[src/verilog/conv_ctrl_params.svh]
`ifndef CONV_CTRL_PARAMS_SVH
`define CONV_CTRL_PARAMS_SVH

// Byte offsets of the register map
`define OFS_CONTROL_A 4'h0
`define OFS_CONTROL_B 4'h1
`define OFS_EVENT_CONTROL 4'h2
`define OFS_IRQ_ENABLE_CLEAR 4'h4
`define OFS_IRQ_ENABLE_SET 4'h5
`define OFS_IRQ_FLAGS 4'h6
`define OFS_SYNC_STATUS 4'h7
`define OFS_CONVERSION_VALUE 4'h8
`define OFS_STAGING_BUFFER 4'hC

// Word indices on the bus
`define WORD_CONTROL 2'h0
`define WORD_IRQ 2'h1
`define WORD_VALUE 2'h2
`define WORD_STAGING 2'h3

// Control A fields
`define CA_SOFT_RESET 0
`define CA_ENABLE 1
`define CA_RUN_IN_STANDBY 2

// Control B fields
`define CB_EXT_OUT_EN 0
`define CB_INT_OUT_EN 1
`define CB_LEFT_ALIGN 2
`define CB_PUMP_DISABLE 3
`define CB_BUF_PROTECT_BYPASS 4
`define CB_REF_SEL_LO 6
`define CB_REF_SEL_HI 7

// Event control, irq and status fields
`define EV_START_IN 0
`define EV_EMPTY_OUT 1
`define IRQ_UNDERRUN 0
`define IRQ_EMPTY 1
`define IRQ_SYNC_READY 2
`define ST_SYNC_BUSY 7

// Reset values
`define RST_CONTROL_B 8'h00
`define RST_BYTE 8'h00
`define RST_VALUE 16'h0000

// Sync latency between bus and converter side, in clocks
`define SYNC_CYCLES 4

`endif

[src/verilog/conv_ctrl_pkg.sv]
package conv_ctrl_pkg;

   // Reference choices of control B
   typedef enum logic [1:0] {
      internal_reference = 2'h0,
      analog_supply_reference = 2'h1,
      external_reference = 2'h2,
      reference_reserved = 2'h3
   } ref_sel_t;

   // Sync engine states
   typedef enum logic {
      SYNC_IDLE,
      SYNC_BUSY
   } sync_state_t;

endpackage

[src/verilog/dac_control_registers.sv]
`timescale 1ns/1ps
`include "conv_ctrl_params.svh"

// What this block does
// Writing 1 to the soft reset bit returns every register to reset and disables the converter.
// A write that sets the soft reset bit discards every other field of that access.
// The soft reset bit and the busy flag stay set together until the reset completes.
// The enable bit reads back at once while busy stays set until the change takes effect.
// Run-in-standby is not synchronized and keeps the output buffer alive in standby.
// Control B accepts writes only while the enable bit reads 0, even if the converter side has not yet seen the disable.
// Protected registers reject writes while the access controller protects the block.
// Control A, value and staging writes cross to the converter side through a sync step.
// Byte, half-word and word accesses work, each byte lane on its own.
// Reference select picks internal, analog supply or external reference; 3 is reserved.
// The protect bypass bit exempts the staging buffer from write protection.
// The pump disable bit forces the voltage pump off, else it runs automatically.
// The left align bit places the 10-bit code at the top of the 16-bit value.
// The internal output enable routes the converter output to the analog comparator.
// The external output enable lets the high-drive buffer drive the output pin.
// A synchronized write while busy is discarded and answered with an error.
// Reserved offsets and unused bits read zero and ignore writes.
module dac_control_registers
   import conv_ctrl_pkg::*;
#(
   parameter int SYNC_CYCLES = `SYNC_CYCLES
) (
   input wire logic mclk,
   input wire logic rst,
   input wire logic psel,
   input wire logic penable,
   input wire logic pwrite,
   input wire logic [3:0] paddr,
   input wire logic [31:0] pwdata,
   input wire logic [3:0] pstrb,
   output logic [31:0] prdata,
   output logic pready,
   output logic pslverr,
   input wire logic access_protect,
   input wire logic standby,
   input wire logic start_event_in,
   output logic converter_enabled,
   output logic [9:0] dac_code,
   output logic output_buffer_on,
   output logic internal_output_enable,
   output logic external_output_enable,
   output logic pump_disable,
   output ref_sel_t reference_select,
   output logic buffer_empty_event_out
);

   ////////////////////////////////////////////////////////////////////////////////
   // Registers
   logic soft_reset_bit, enable_bit, run_in_standby_bit, staging_full, sync_busy_flag;
   logic pend_enable, pend_value;
   logic [7:0] control_b, sync_cnt;
   logic [1:0] event_control;
   logic [2:0] irq_enable, irq_flags, flag_set, flag_clr;
   logic [15:0] conversion_value, staging_buffer, next_code;
   sync_state_t sync_state;

   logic wr;
   logic [1:0] word;
   logic ctrl_a_wr, ctrl_b_wr, ev_wr, ien_clr_wr, ien_set_wr, flag_wr;
   logic value_wr, staging_wr;
   logic protect_block, enable_block, busy_block, access_err, ok_wr;
   logic soft_reset_bit_hit, field_ok, sync_start, sync_done, soft_clear;
   logic start_take, start_underrun;

   ////////////////////////////////////////////////////////////////////////////////
   // Bus decode, one aligned word per four printed offsets
   assign wr = psel & penable & pwrite;
   assign word = paddr[3:2];
   assign pready = 1'b1;
   // Each byte lane is its own register, except value and staging, which take lanes 0 and 1 together
   assign ctrl_a_wr = wr & (word == `WORD_CONTROL) & pstrb[0];
   assign ctrl_b_wr = wr & (word == `WORD_CONTROL) & pstrb[1];
   assign ev_wr = wr & (word == `WORD_CONTROL) & pstrb[2];
   assign ien_clr_wr = wr & (word == `WORD_IRQ) & pstrb[0];
   assign ien_set_wr = wr & (word == `WORD_IRQ) & pstrb[1];
   assign flag_wr = wr & (word == `WORD_IRQ) & pstrb[2];
   assign value_wr = wr & (word == `WORD_VALUE) & (|pstrb[1:0]);
   assign staging_wr = wr & (word == `WORD_STAGING) & (|pstrb[1:0]);

   // Write refusal checks
   assign protect_block = access_protect
      & ~((word == `WORD_STAGING) & control_b[`CB_BUF_PROTECT_BYPASS]); // see
   assign enable_block = ctrl_b_wr & enable_bit;
   assign busy_block = sync_busy_flag & (ctrl_a_wr | value_wr | staging_wr);
   assign access_err = wr & (protect_block | enable_block | busy_block);
   assign pslverr = access_err;
   assign ok_wr = wr & ~access_err;
   // Soft reset wins over every other field in the access
   assign soft_reset_bit_hit = ok_wr & ctrl_a_wr & pwdata[`CA_SOFT_RESET];
   assign field_ok = ok_wr & ~soft_reset_bit_hit;
   assign sync_start = ok_wr & (ctrl_a_wr | value_wr | staging_wr);

   ////////////////////////////////////////////////////////////////////////////////
   // Sync engine standing in for the crossing to the converter side
   assign sync_done = (sync_state == SYNC_BUSY) && (sync_cnt == 8'h01);
   assign soft_clear = sync_done & soft_reset_bit;

   always_ff @(posedge mclk or posedge rst) begin
      if (rst) begin
         sync_state <= SYNC_IDLE;
         sync_cnt <= 8'h00;
      end else begin
         case (sync_state)
            SYNC_IDLE: begin
               if (sync_start) begin
                  sync_state <= SYNC_BUSY;
                  sync_cnt <= 8'(SYNC_CYCLES);
               end
            end
            SYNC_BUSY: begin
               sync_cnt <= sync_cnt - 8'h01;
               if (sync_done) begin
                  sync_state <= SYNC_IDLE;
               end
            end
            default: begin
               sync_state <= SYNC_IDLE;
               sync_cnt <= 8'h00;
            end
         endcase
      end
   end
   // Busy flag and soft reset bit fall together
   always_ff @(posedge mclk or posedge rst) begin
      if (rst) begin
         sync_busy_flag <= 1'b0;
         soft_reset_bit <= 1'b0;
      end else if (sync_done) begin
         sync_busy_flag <= 1'b0;
         soft_reset_bit <= 1'b0;
      end else if (sync_start) begin
         sync_busy_flag <= 1'b1;
         soft_reset_bit <= soft_reset_bit_hit;
      end
   end
   // Operations waiting on the far side
   always_ff @(posedge mclk or posedge rst) begin
      if (rst) begin
         pend_enable <= 1'b0;
         pend_value <= 1'b0;
      end else if (sync_done) begin
         pend_enable <= 1'b0;
         pend_value <= 1'b0;
      end else if (sync_start) begin
         pend_enable <= ctrl_a_wr & ~soft_reset_bit_hit;
         pend_value <= value_wr & ~soft_reset_bit_hit;
      end
   end

   ////////////////////////////////////////////////////////////////////////////////
   // Control A and the effective enable
   always_ff @(posedge mclk or posedge rst) begin
      if (rst) begin
         enable_bit <= 1'b0;
         run_in_standby_bit <= 1'b0;
      end else if (soft_reset_bit_hit) begin
         enable_bit <= 1'b0;
      end else if (soft_clear) begin
         enable_bit <= 1'b0;
         run_in_standby_bit <= 1'b0;
      end else if (field_ok & ctrl_a_wr) begin
         enable_bit <= pwdata[`CA_ENABLE];
         run_in_standby_bit <= pwdata[`CA_RUN_IN_STANDBY];
      end
   end
   always_ff @(posedge mclk or posedge rst) begin
      if (rst) begin
         converter_enabled <= 1'b0;
      end else if (soft_clear) begin
         converter_enabled <= 1'b0;
      end else if (sync_done & pend_enable) begin
         converter_enabled <= enable_bit;
      end
   end

   ////////////////////////////////////////////////////////////////////////////////
   // Control B, event control and irq enables
   always_ff @(posedge mclk or posedge rst) begin
      if (rst) begin
         control_b <= `RST_CONTROL_B;
      end else if (soft_clear) begin
         control_b <= `RST_CONTROL_B;
      end else if (field_ok & ctrl_b_wr) begin
         control_b <= pwdata[15:8] & 8'hDF;
      end
   end
   always_ff @(posedge mclk or posedge rst) begin
      if (rst) begin
         event_control <= 2'h0;
         irq_enable <= 3'h0;
      end else if (soft_clear) begin
         event_control <= 2'h0;
         irq_enable <= 3'h0;
      end else begin
         if (field_ok & ev_wr) begin
            event_control <= pwdata[17:16];
         end
         if (field_ok & (ien_clr_wr | ien_set_wr)) begin
            irq_enable <= (irq_enable & ~({3{ien_clr_wr}} & pwdata[2:0]))
               | ({3{ien_set_wr}} & pwdata[10:8]);
         end
      end
   end

   ////////////////////////////////////////////////////////////////////////////////
   // Value and staging buffer, linked as a two-stage queue
   assign start_take = start_event_in & event_control[`EV_START_IN] & converter_enabled
      & ~sync_busy_flag & staging_full;
   assign start_underrun = start_event_in & event_control[`EV_START_IN] & converter_enabled
      & ~staging_full;
   assign next_code = start_take ? staging_buffer : conversion_value;

   always_ff @(posedge mclk or posedge rst) begin
      if (rst) begin
         conversion_value <= `RST_VALUE;
      end else if (soft_clear) begin
         conversion_value <= `RST_VALUE;
      end else if (field_ok & value_wr) begin
         if (pstrb[0]) begin
            conversion_value[7:0] <= pwdata[7:0];
         end
         if (pstrb[1]) begin
            conversion_value[15:8] <= pwdata[15:8];
         end
      end else if (start_take) begin
         conversion_value <= staging_buffer;
      end
   end
   always_ff @(posedge mclk or posedge rst) begin
      if (rst) begin
         staging_buffer <= `RST_VALUE;
         staging_full <= 1'b0;
      end else if (soft_clear) begin
         staging_buffer <= `RST_VALUE;
         staging_full <= 1'b0;
      end else if (field_ok & staging_wr) begin
         if (pstrb[0]) begin
            staging_buffer[7:0] <= pwdata[7:0];
         end
         if (pstrb[1]) begin
            staging_buffer[15:8] <= pwdata[15:8];
         end
         staging_full <= 1'b1;
      end else if (start_take) begin
         staging_full <= 1'b0;
      end
   end
   // Converter code follows committed value writes and buffer transfers
   always_ff @(posedge mclk or posedge rst) begin
      if (rst) begin
         dac_code <= 10'h000;
      end else if (soft_clear) begin
         dac_code <= 10'h000;
      end else if ((sync_done & pend_value) | start_take) begin
         dac_code <= control_b[`CB_LEFT_ALIGN] ? next_code[15:6] : next_code[9:0];
      end
   end

   ////////////////////////////////////////////////////////////////////////////////
   // Flags: hardware set wins over a software clear
   assign flag_set = {sync_done, start_take, start_underrun};
   assign flag_clr = (field_ok & flag_wr) ? pwdata[18:16] : 3'h0;

   always_ff @(posedge mclk or posedge rst) begin
      if (rst) begin
         irq_flags <= 3'h0;
      end else if (soft_clear) begin
         irq_flags <= 3'h0;
      end else begin
         irq_flags <= (irq_flags & ~(flag_clr | {1'b0, field_ok & staging_wr, 1'b0})) | flag_set;
      end
   end
   always_ff @(posedge mclk or posedge rst) begin
      if (rst) begin
         buffer_empty_event_out <= 1'b0;
      end else begin
         buffer_empty_event_out <= start_take & event_control[`EV_EMPTY_OUT];
      end
   end

   ////////////////////////////////////////////////////////////////////////////////
   // Analog side controls
   assign reference_select = ref_sel_t'(control_b[`CB_REF_SEL_HI:`CB_REF_SEL_LO]);
   assign pump_disable = control_b[`CB_PUMP_DISABLE];
   assign internal_output_enable = converter_enabled & control_b[`CB_INT_OUT_EN];
   assign external_output_enable = converter_enabled & control_b[`CB_EXT_OUT_EN];
   assign output_buffer_on = external_output_enable & (~standby | run_in_standby_bit);

   ////////////////////////////////////////////////////////////////////////////////
   // Read data, captured in the setup phase
   always_ff @(posedge mclk or posedge rst) begin
      if (rst) begin
         prdata <= 32'h0000_0000;
      end else if (psel & ~penable) begin
         case (paddr[3:2])
            `WORD_CONTROL: prdata <= {8'h00, 6'h00, event_control, control_b,
               5'h00, run_in_standby_bit, enable_bit, soft_reset_bit};
            `WORD_IRQ: prdata <= {sync_busy_flag, 7'h00, 5'h00, irq_flags,
               5'h00, irq_enable, 5'h00, irq_enable};
            `WORD_VALUE: prdata <= {16'h0000, conversion_value};
            `WORD_STAGING: prdata <= {16'h0000, staging_buffer};
            default: prdata <= 32'h0000_0000;
         endcase
      end
   end

   ////////////////////////////////////////////////////////////////////////////////
   // Checks
   property p_soft_reset_bit_completes;
      @(posedge mclk) disable iff (rst)
      soft_reset_bit_hit |-> ##SYNC_CYCLES sync_done
         ##1 (!sync_busy_flag && !soft_reset_bit && !converter_enabled);
   endproperty
   a_soft_reset_bit_completes: assert property (p_soft_reset_bit_completes) else $error("soft reset incomplete");
   property p_soft_reset_bit_discards;
      @(posedge mclk) disable iff (rst)
      soft_reset_bit_hit |=> ($stable(control_b) && !enable_bit);
   endproperty
   a_soft_reset_bit_discards: assert property (p_soft_reset_bit_discards) else $error("field kept with reset");
   property p_soft_reset_bit_pair;
      @(posedge mclk) disable iff (rst)
      soft_reset_bit |-> sync_busy_flag;
   endproperty
   a_soft_reset_bit_pair: assert property (p_soft_reset_bit_pair) else $error("reset bit without busy");
   property p_enable_readback;
      @(posedge mclk) disable iff (rst)
      (field_ok && ctrl_a_wr) |=> (enable_bit == $past(pwdata[1]) && sync_busy_flag);
   endproperty
   a_enable_readback: assert property (p_enable_readback) else $error("enable not read back");
   property p_ctrl_b_locked;
      @(posedge mclk) disable iff (rst)
      (ctrl_b_wr && enable_bit) |-> (pslverr ##1 $stable(control_b));
   endproperty
   a_ctrl_b_locked: assert property (p_ctrl_b_locked) else $error("control b written");
   property p_protect;
      @(posedge mclk) disable iff (rst)
      (wr && access_protect && word != `WORD_STAGING) |-> pslverr;
   endproperty
   a_protect: assert property (p_protect) else $error("protected write taken");
   property p_bypass;
      @(posedge mclk) disable iff (rst)
      (staging_wr && control_b[4] && !sync_busy_flag) |-> !pslverr;
   endproperty
   a_bypass: assert property (p_bypass) else $error("bypassed write refused");
   property p_busy_refuse;
      @(posedge mclk) disable iff (rst)
      (sync_busy_flag && (value_wr || staging_wr)) |-> (pslverr ##1 $stable(staging_full));
   endproperty
   a_busy_refuse: assert property (p_busy_refuse) else $error("busy write taken");
   property p_standby_off;
      @(posedge mclk) disable iff (rst)
      (standby && !run_in_standby_bit) |-> !output_buffer_on;
   endproperty
   a_standby_off: assert property (p_standby_off) else $error("buffer on in standby");
   property p_reserved_zero;
      @(posedge mclk) disable iff (rst)
      (psel && penable && !pwrite && word >= `WORD_VALUE) |-> (prdata[31:16] == 16'h0000);
   endproperty
   a_reserved_zero: assert property (p_reserved_zero) else $error("reserved reads nonzero");

endmodule

[config.mk]
export PLATFORM = sky130hd
export DESIGN_NAME = dac_control_registers
export DESIGN_NICKNAME = d
export VERILOG_FILES = /design/src/verilog/conv_ctrl_pkg.sv /design/src/verilog/dac_control_registers.sv
export VERILOG_INCLUDE_DIRS = /design/src /design/src/verilog
export SDC_FILE = /design/constraint.sdc
export NUM_CORES = 1
export LEC_CHECK = 0
export ABC_AREA = 1
export BUFFER_PORTS_ARGS = -buffer_cell sky130_fd_sc_hd__buf_4
export CAP_MARGIN = 20
export CORE_UTILIZATION = 45
export CTS_CLUSTER_SIZE = 30
export DETAILED_ROUTE_END_ITERATION = 12
export PLACE_DENSITY_LB_ADDON = 0.2
export SKIP_LAST_GASP = 1
export SLEW_MARGIN = 20
export SYNTH_ARGS = -nofsm -noshare
export SYNTH_HDL_FRONTEND = slang
export SYNTH_SLANG_ARGS = --single-unit
[constraint.sdc]
create_clock -name mclk -period 4.15 [get_ports mclk]
set_input_delay 0.6225 -clock mclk [delete_from_list [all_inputs] [get_ports mclk]]
set_output_delay 0.6225 -clock mclk [all_outputs]
set_load 0.1 [all_outputs]
### Word-level counts from Yosys, hierarchy flattened

Index checks and enable logic that the tools add are counted.

| operators by class | value |
|---|---|
| add/subtract/negate cells | 1 |
| eq/ne operators | 7 |
| mux-type cells | 42 |
| bitwise gates (word level) | 70 |
| reduce and logical (&&, ||, !) cells | 18 |

Operator list:

| operator | number |
|---|---|
| $pmux 32 s4 | 1 |
| $mux 16 | 5 |
| $and 1x1->1 | 46 |
| $mux 8 | 5 |
| $mux 10 | 3 |
| $mux 1 | 20 |
| $reduce_bool 2->1 | 10 |
| $pmux 8 s2 | 1 |
| $and 3x3->3 | 4 |
| $mux 3 | 4 |
| $eq 8x1->1 const B | 1 |
| $not 1->1 | 8 |
| $sub 8x1->8 const B | 1 |
| $or 1x1->1 | 7 |
| $ne 3x3->1 const B | 2 |
| $not 3->3 | 2 |
| $or 3x3->3 | 2 |
| $reduce_and 2->1 | 3 |
| $reduce_bool 3->1 | 2 |
| $eq 2x2->1 const B | 2 |
| $mux 2 | 2 |
| $or 3x2->3 | 1 |
| $eq 2x1->1 const B | 1 |
| $logic_not 2->1 | 1 |
| 4 further kinds | 4 |

| word-level totals | value |
|---|---|
| register bits | 108 |
| bits of input ports | 48 |
| word-level logic and storage cells | 159 |

### Logic depth before layout (Yosys ltp)

| depth | value |
|---|---|
| word-level depth | 22 |
| depth in mapped cells | 13 |

### Worst setup path after synthesis

No wires, ideal clock.

| timing | value |
|---|---|
| path kind | reg2out |
| from | register converter_enabled |
| to | output output_buffer_on |
| arrival time | 2.583 ns |
| required time | 3.527 ns |
| path slack | 0.944 ns |
| stages on the path, launching flop included | 3 |
| path buffers | 0 |
| cell sequence | dfrtp_1 -> nand2_1 -> a21oi_1 |

| on the way | value |
|---|---|
| cells in the longest elaborated chain, start to end | 2 |

RTL lines:

| item | RTL line | source |
|---|---|---|
| start: declaration | dac_control_registers.sv:41 | `output logic converter_enabled,` |
| start signal: assignment | dac_control_registers.sv:176 | `converter_enabled <= enable_bit;` |
| $and 1x1->1 | dac_control_registers.sv:290 | `` assign external_output_enable = converter_enabled & control_b[`CB_EXT_OUT_EN]; `` |
| $and 1x1->1 | dac_control_registers.sv:291 | `assign output_buffer_on = external_output_enable & (~standby \| run_in_standby_bit);` |
| end: declaration | dac_control_registers.sv:43 | `output logic output_buffer_on,` |

No other way between the ends.

### Final worst setup path

| timing | value |
|---|---|
| from | input pstrb[0] |
| to | register conversion_value[0] |

| on the way | value |
|---|---|
| cells in the longest elaborated chain, start to end | 16 |
| elaborated cells on any way between the ends | 19 |
| those cells by class | 1 x eq/ne; 2 x mux; 15 x bitwise; 1 x reduce/logical |

RTL lines:

| item | RTL line | source |
|---|---|---|
| start: declaration | dac_control_registers.sv:34 | `input wire logic [3:0] pstrb,` |
| $reduce_or 2->1 | dac_control_registers.sv:81, dac_control_registers.sv:82 |  |
| $and 1x1->1 | dac_control_registers.sv:81 | `` assign value_wr = wr & (word == `WORD_VALUE) & (\|pstrb[1:0]); `` |
| $or 1x1->1 (2 in series) | dac_control_registers.sv:88 | `assign busy_block = sync_busy_flag & (ctrl_a_wr \| value_wr \| staging_wr);` |
| $and 1x1->1 | dac_control_registers.sv:88 |  |
| $or 1x1->1 | dac_control_registers.sv:89 | `assign access_err = wr & (protect_block \| enable_block \| busy_block);` |
| $and 1x1->1 | dac_control_registers.sv:89 |  |
| $not 1->1 | dac_control_registers.sv:91 | `assign ok_wr = wr & ~access_err;` |
| $and 1x1->1 | dac_control_registers.sv:91 |  |
| $and 1x1->1 (2 in series) | dac_control_registers.sv:93 | `` assign soft_reset_bit_hit = ok_wr & ctrl_a_wr & pwdata[`CA_SOFT_RESET]; `` |
| $not 1->1 (no line) | n/a |  |
| $and 1x1->1 | dac_control_registers.sv:94 | `assign field_ok = ok_wr & ~soft_reset_bit_hit;` |
| $and 1x1->1 | dac_control_registers.sv:222 | `end else if (field_ok & value_wr) begin` |
| $mux 16 | dac_control_registers.sv:222 |  |
| $mux 16 | dac_control_registers.sv:220 | `end else if (soft_clear) begin` |
| end signal: assignment | dac_control_registers.sv:219 | `` conversion_value <= `RST_VALUE; `` |
| end signal: assignment | dac_control_registers.sv:221 | `` conversion_value <= `RST_VALUE; `` |
| end signal: assignment | dac_control_registers.sv:224 | `conversion_value[7:0] <= pwdata[7:0];` |
| end: declaration | dac_control_registers.sv:58 | `logic [15:0] conversion_value, staging_buffer, next_code;` |

Several ways; a longest one is shown, not always the timed one.
A chain may end at the register's enable or synchronous reset.

==> flow_summary.yaml <==
run_status:
  outcome: "finished, final reports clean"
clocking:
  postCtsSetupBuffers: 0
  cts.sinks: 95
  clock_path_buffers: 2
  holdBufCountCts: 0
  cts_buffers: 9
  cts_resized: 0
  clockRootBuffer: "clkbuf_8"
  clk_pin_slew_ns: 0.09
  insertion_delay_ns: 0.37
  htreeDepth: 3
  cts_tree: "done"
flow_run:
  cap_violations: 0
route:
  routed_wirelength_um: 13300
  routed_via_density: 5.41
  ant_nets: 0
  firstDrtPassIters: 5
  drcViolationCount: 0
  drt-wirelength-per-cell_um: 15.9
  drtIter0Drc: 404
  via_count: 4538
pwr:
  p_comb_share_pct: 20.7
  p_sw_mw: 0.687
  p_int_mw: 1.41
  power.density_nw_per_um2: 363
  swShare_pct: 32.8
  p_leak_nw: 2.91
  power_frac_seq_pct: 47.3
  clkPwrFrac_pct: 31.9
  p_total_mw: 2.09
  ir_drop_mv: 0.165
global_route:
  grt_max_degree: 43
  grt_usage_pct: 24.7
  overflow: 0
  grt_pass1_vias: 4268
  grt_antenna_before_repair: 0
  grt_first_pass_wirelength_um: 21600
logic_synthesis:
  synth_area_um2: 4980
  yosysSeqAreaShare_pct: 47.8
  synth.avg_cell_area_um2: 7.86
  synth_edf_count: 0
  postSynthCellCount: 633
  ys_ff_latch: 95
  synth-async-reset-ratio_pct: 100
  synth_top_flop_cell: "dfrtp_1"
  synth.distinct_cells: 37
  yosysWarnings: 0
setup_path:
  worst_r2r_endpoint: "conversion_value[14]$_DFFE_PP0P_"
  crit_end: "conversion_value[0]$_DFFE_PP0P_"
  worst-setup-path-type: "in2reg"
  worstRegToRegCells: 8
  cp_data_arrival_time_ns: 2.95
  r2r_start: "converter_enabled$_DFFE_PP0P_"
  endpoint_kind: "register"
  critPathLaunchType: "input pin"
  crit_required_ns: 4.46
  cp_max_fo: 35
  cp-startpoint: "pstrb[0]"
  r2r_setup_slack_ns: 1.54
floorplan:
  die_h_um: 107
  initial_utilization_pct: 46.1
  placementRows: 38
  io_pins: 100
  coreArea_um2: 10800
  die_w_um: 107
  die_area_um2: 11500
sta:
  hold_violations: 0
  tns_ns: 0
  min_period_over_period_pct: 63.4
  worst_slack_ns: 1.52
  worst_hold_slack_ns: 0.348
  fin_crit_ns: 2.63
  rsz0062_at_grt: "no"
  finalSetupViolCount: 0
  max-slew-margin-rel_pct: 38.7
  slew_violations: 0
  worstMarginPinSlew_ns: 0.916
  fin_skew_ns: 0.00725
  timing.fmax_ghz: 0.380
finish:
  area_growth_pct: 15.8
  most-common-layout-cells: "nand2_1 (203), dfrtp_1 (95), buf_4 (78)"
  fin_util_pct: 53.4
  mostFrequentLayoutCell: "nand2_1"
  register_area_um2: 2380
  drive_gt1_share_pct: 17.2
  fin_nets: 745
  diodes: 0
  multi_input_area_um2: 2180
  fillers: 1036
place:
  dpl.hpwl_um: 9380
  place_congestion: 0.817
  pre_cts_slack_ns: 1.22
  portBuffers: 70
worst_hold_path:
  hold_class: "in2async"
## worst max-delay path, cell delays in order
cell and delay [ns]:
buf_4 0.18, nor2_1 0.20, nor2_1 0.08, nand2_2 0.11, nand3_2 0.12, nand2_2 0.10
nand4_4 0.13, nor2_4 0.67, inv_2 0.13, nor2_2 0.37, nand2_1 0.10, nand2_1 0.09
## cells by family (layout without fill, tap and decap cells)
| family | count (synthesis) | after routing | share of synthesized area, % |
|---|---|---|---|
| and+or+nand+nor | 310 | 310 | 27.2 |
| AOI/OAI and AO/OA | 116 | 116 | 13.7 |
| buffers and inverters | 101 | 156 | 9.33 |
| DFF | 95 | 95 | 47.8 |
| muxes | 7 | 7 | 1.41 |
| adders and majority gates | 2 | 2 | 0.503 |
| other | 2 | 13 | 0.151 |
## synth_stat cells (2+ instances only)
library cell / number / area, um2
a21oi_1: 16 / 80.1
a21oi_2: 2 / 17.5
a221oi_1: 4 / 35.0
a31oi_1: 7 / 43.8
a32o_1: 2 / 20.0
buf_2: 8 / 40.0
buf_4: 20 / 150
clkbuf_1: 9 / 33.8
conb_1: 2 / 7.51
dfrtp_1: 95 / 2380
ha_1: 2 / 25.0
inv_1: 59 / 221
inv_2: 4 / 15.0
mux2i_1: 7 / 70.1
nand2_1: 203 / 762
nand2_2: 5 / 31.3
nand3_1: 31 / 155
nand3_2: 2 / 20.0
nand4_1: 21 / 131
nor2_1: 32 / 120
nor2_2: 5 / 31.3
nor2_4: 3 / 33.8
nor3_1: 3 / 15.0
o211ai_1: 4 / 30.0
o21ai_0: 42 / 210
o21ai_1: 16 / 80.1
o21ai_2: 3 / 26.3
o221ai_1: 3 / 26.3
o22ai_1: 15 / 93.8
## registers in the layout, indices dropped and copies added, names as in the netlist, 2 cells and up
signal and flops:
prdata 20, conversion_value 16, staging_buffer 16, dac_code 10
sync_cnt 8, control_b 7, irq_enable 3, irq_flags 3
event_control 2
## metal layers
metal  vias up  wire (um)  part of all wire [%]  global-route usage, %
li1       2183          -                     -                      -
met1      2151       6090                    46                   33.9
met2       182       6150                    46                   39.1
met3        22        819                   6.2                   3.95
met4         0        254                   1.9                   9.30
met5         -          0                     0                      0
## power groups by stage
stage | Combinational, mW | Clock, mW | Sequential [mW]
floorplan | 0.178 | 0 | 1.16
global placement | 0.430 | 0 | 1.01
detailed placement | 0.434 | 0 | 1.01
CTS | 0.435 | 0.680 | 0.991
global route | 0.461 | 0.713 | 0.997
finish | 0.434 | 0.668 | 0.991
## how the worst min path moves through the flow
stage,startpoint,endpoint,cells past startpoint
after floorplan,sync_cnt[4]$_DFFE_PP0P_,sync_cnt[4]$_DFFE_PP0P_,1
after global placement,conversion_value[15]$_DFFE_PP0P_,conversion_value[15]$_DFFE_PP0P_,2
after detailed placement,conversion_value[14]$_DFFE_PP0P_,conversion_value[14]$_DFFE_PP0P_,2
after CTS,rst,prdata[6]$_DFFE_PP0P_,2
after global routing,rst,pend_value$_DFFE_PP0P_,2
final,rst,prdata[6]$_DFFE_PP0P_,2
## through the flow
step | instance area, um2 | cells
5_1_grt | 5760 | 839
3_5_place_dp | 5550 | 824
6_report | 5760 | 839
2_1_floorplan | 5020 | 644
4_1_cts | 5760 | 839
3_3_place_gp | 5550 | 824
## area by class of cell
class                           instances  area share [%]
Clock inverter                          4            1.22
Timing Repair Buffer                   78            10.2
Clock buffer                           11            2.45
Sequential cell                        95            41.3
Tap cell                              140            3.04
Multi-Input combinational cell        448            37.8
Inverter                               63            4.13
Note: power is estimated with default switching activity, not from simulation.
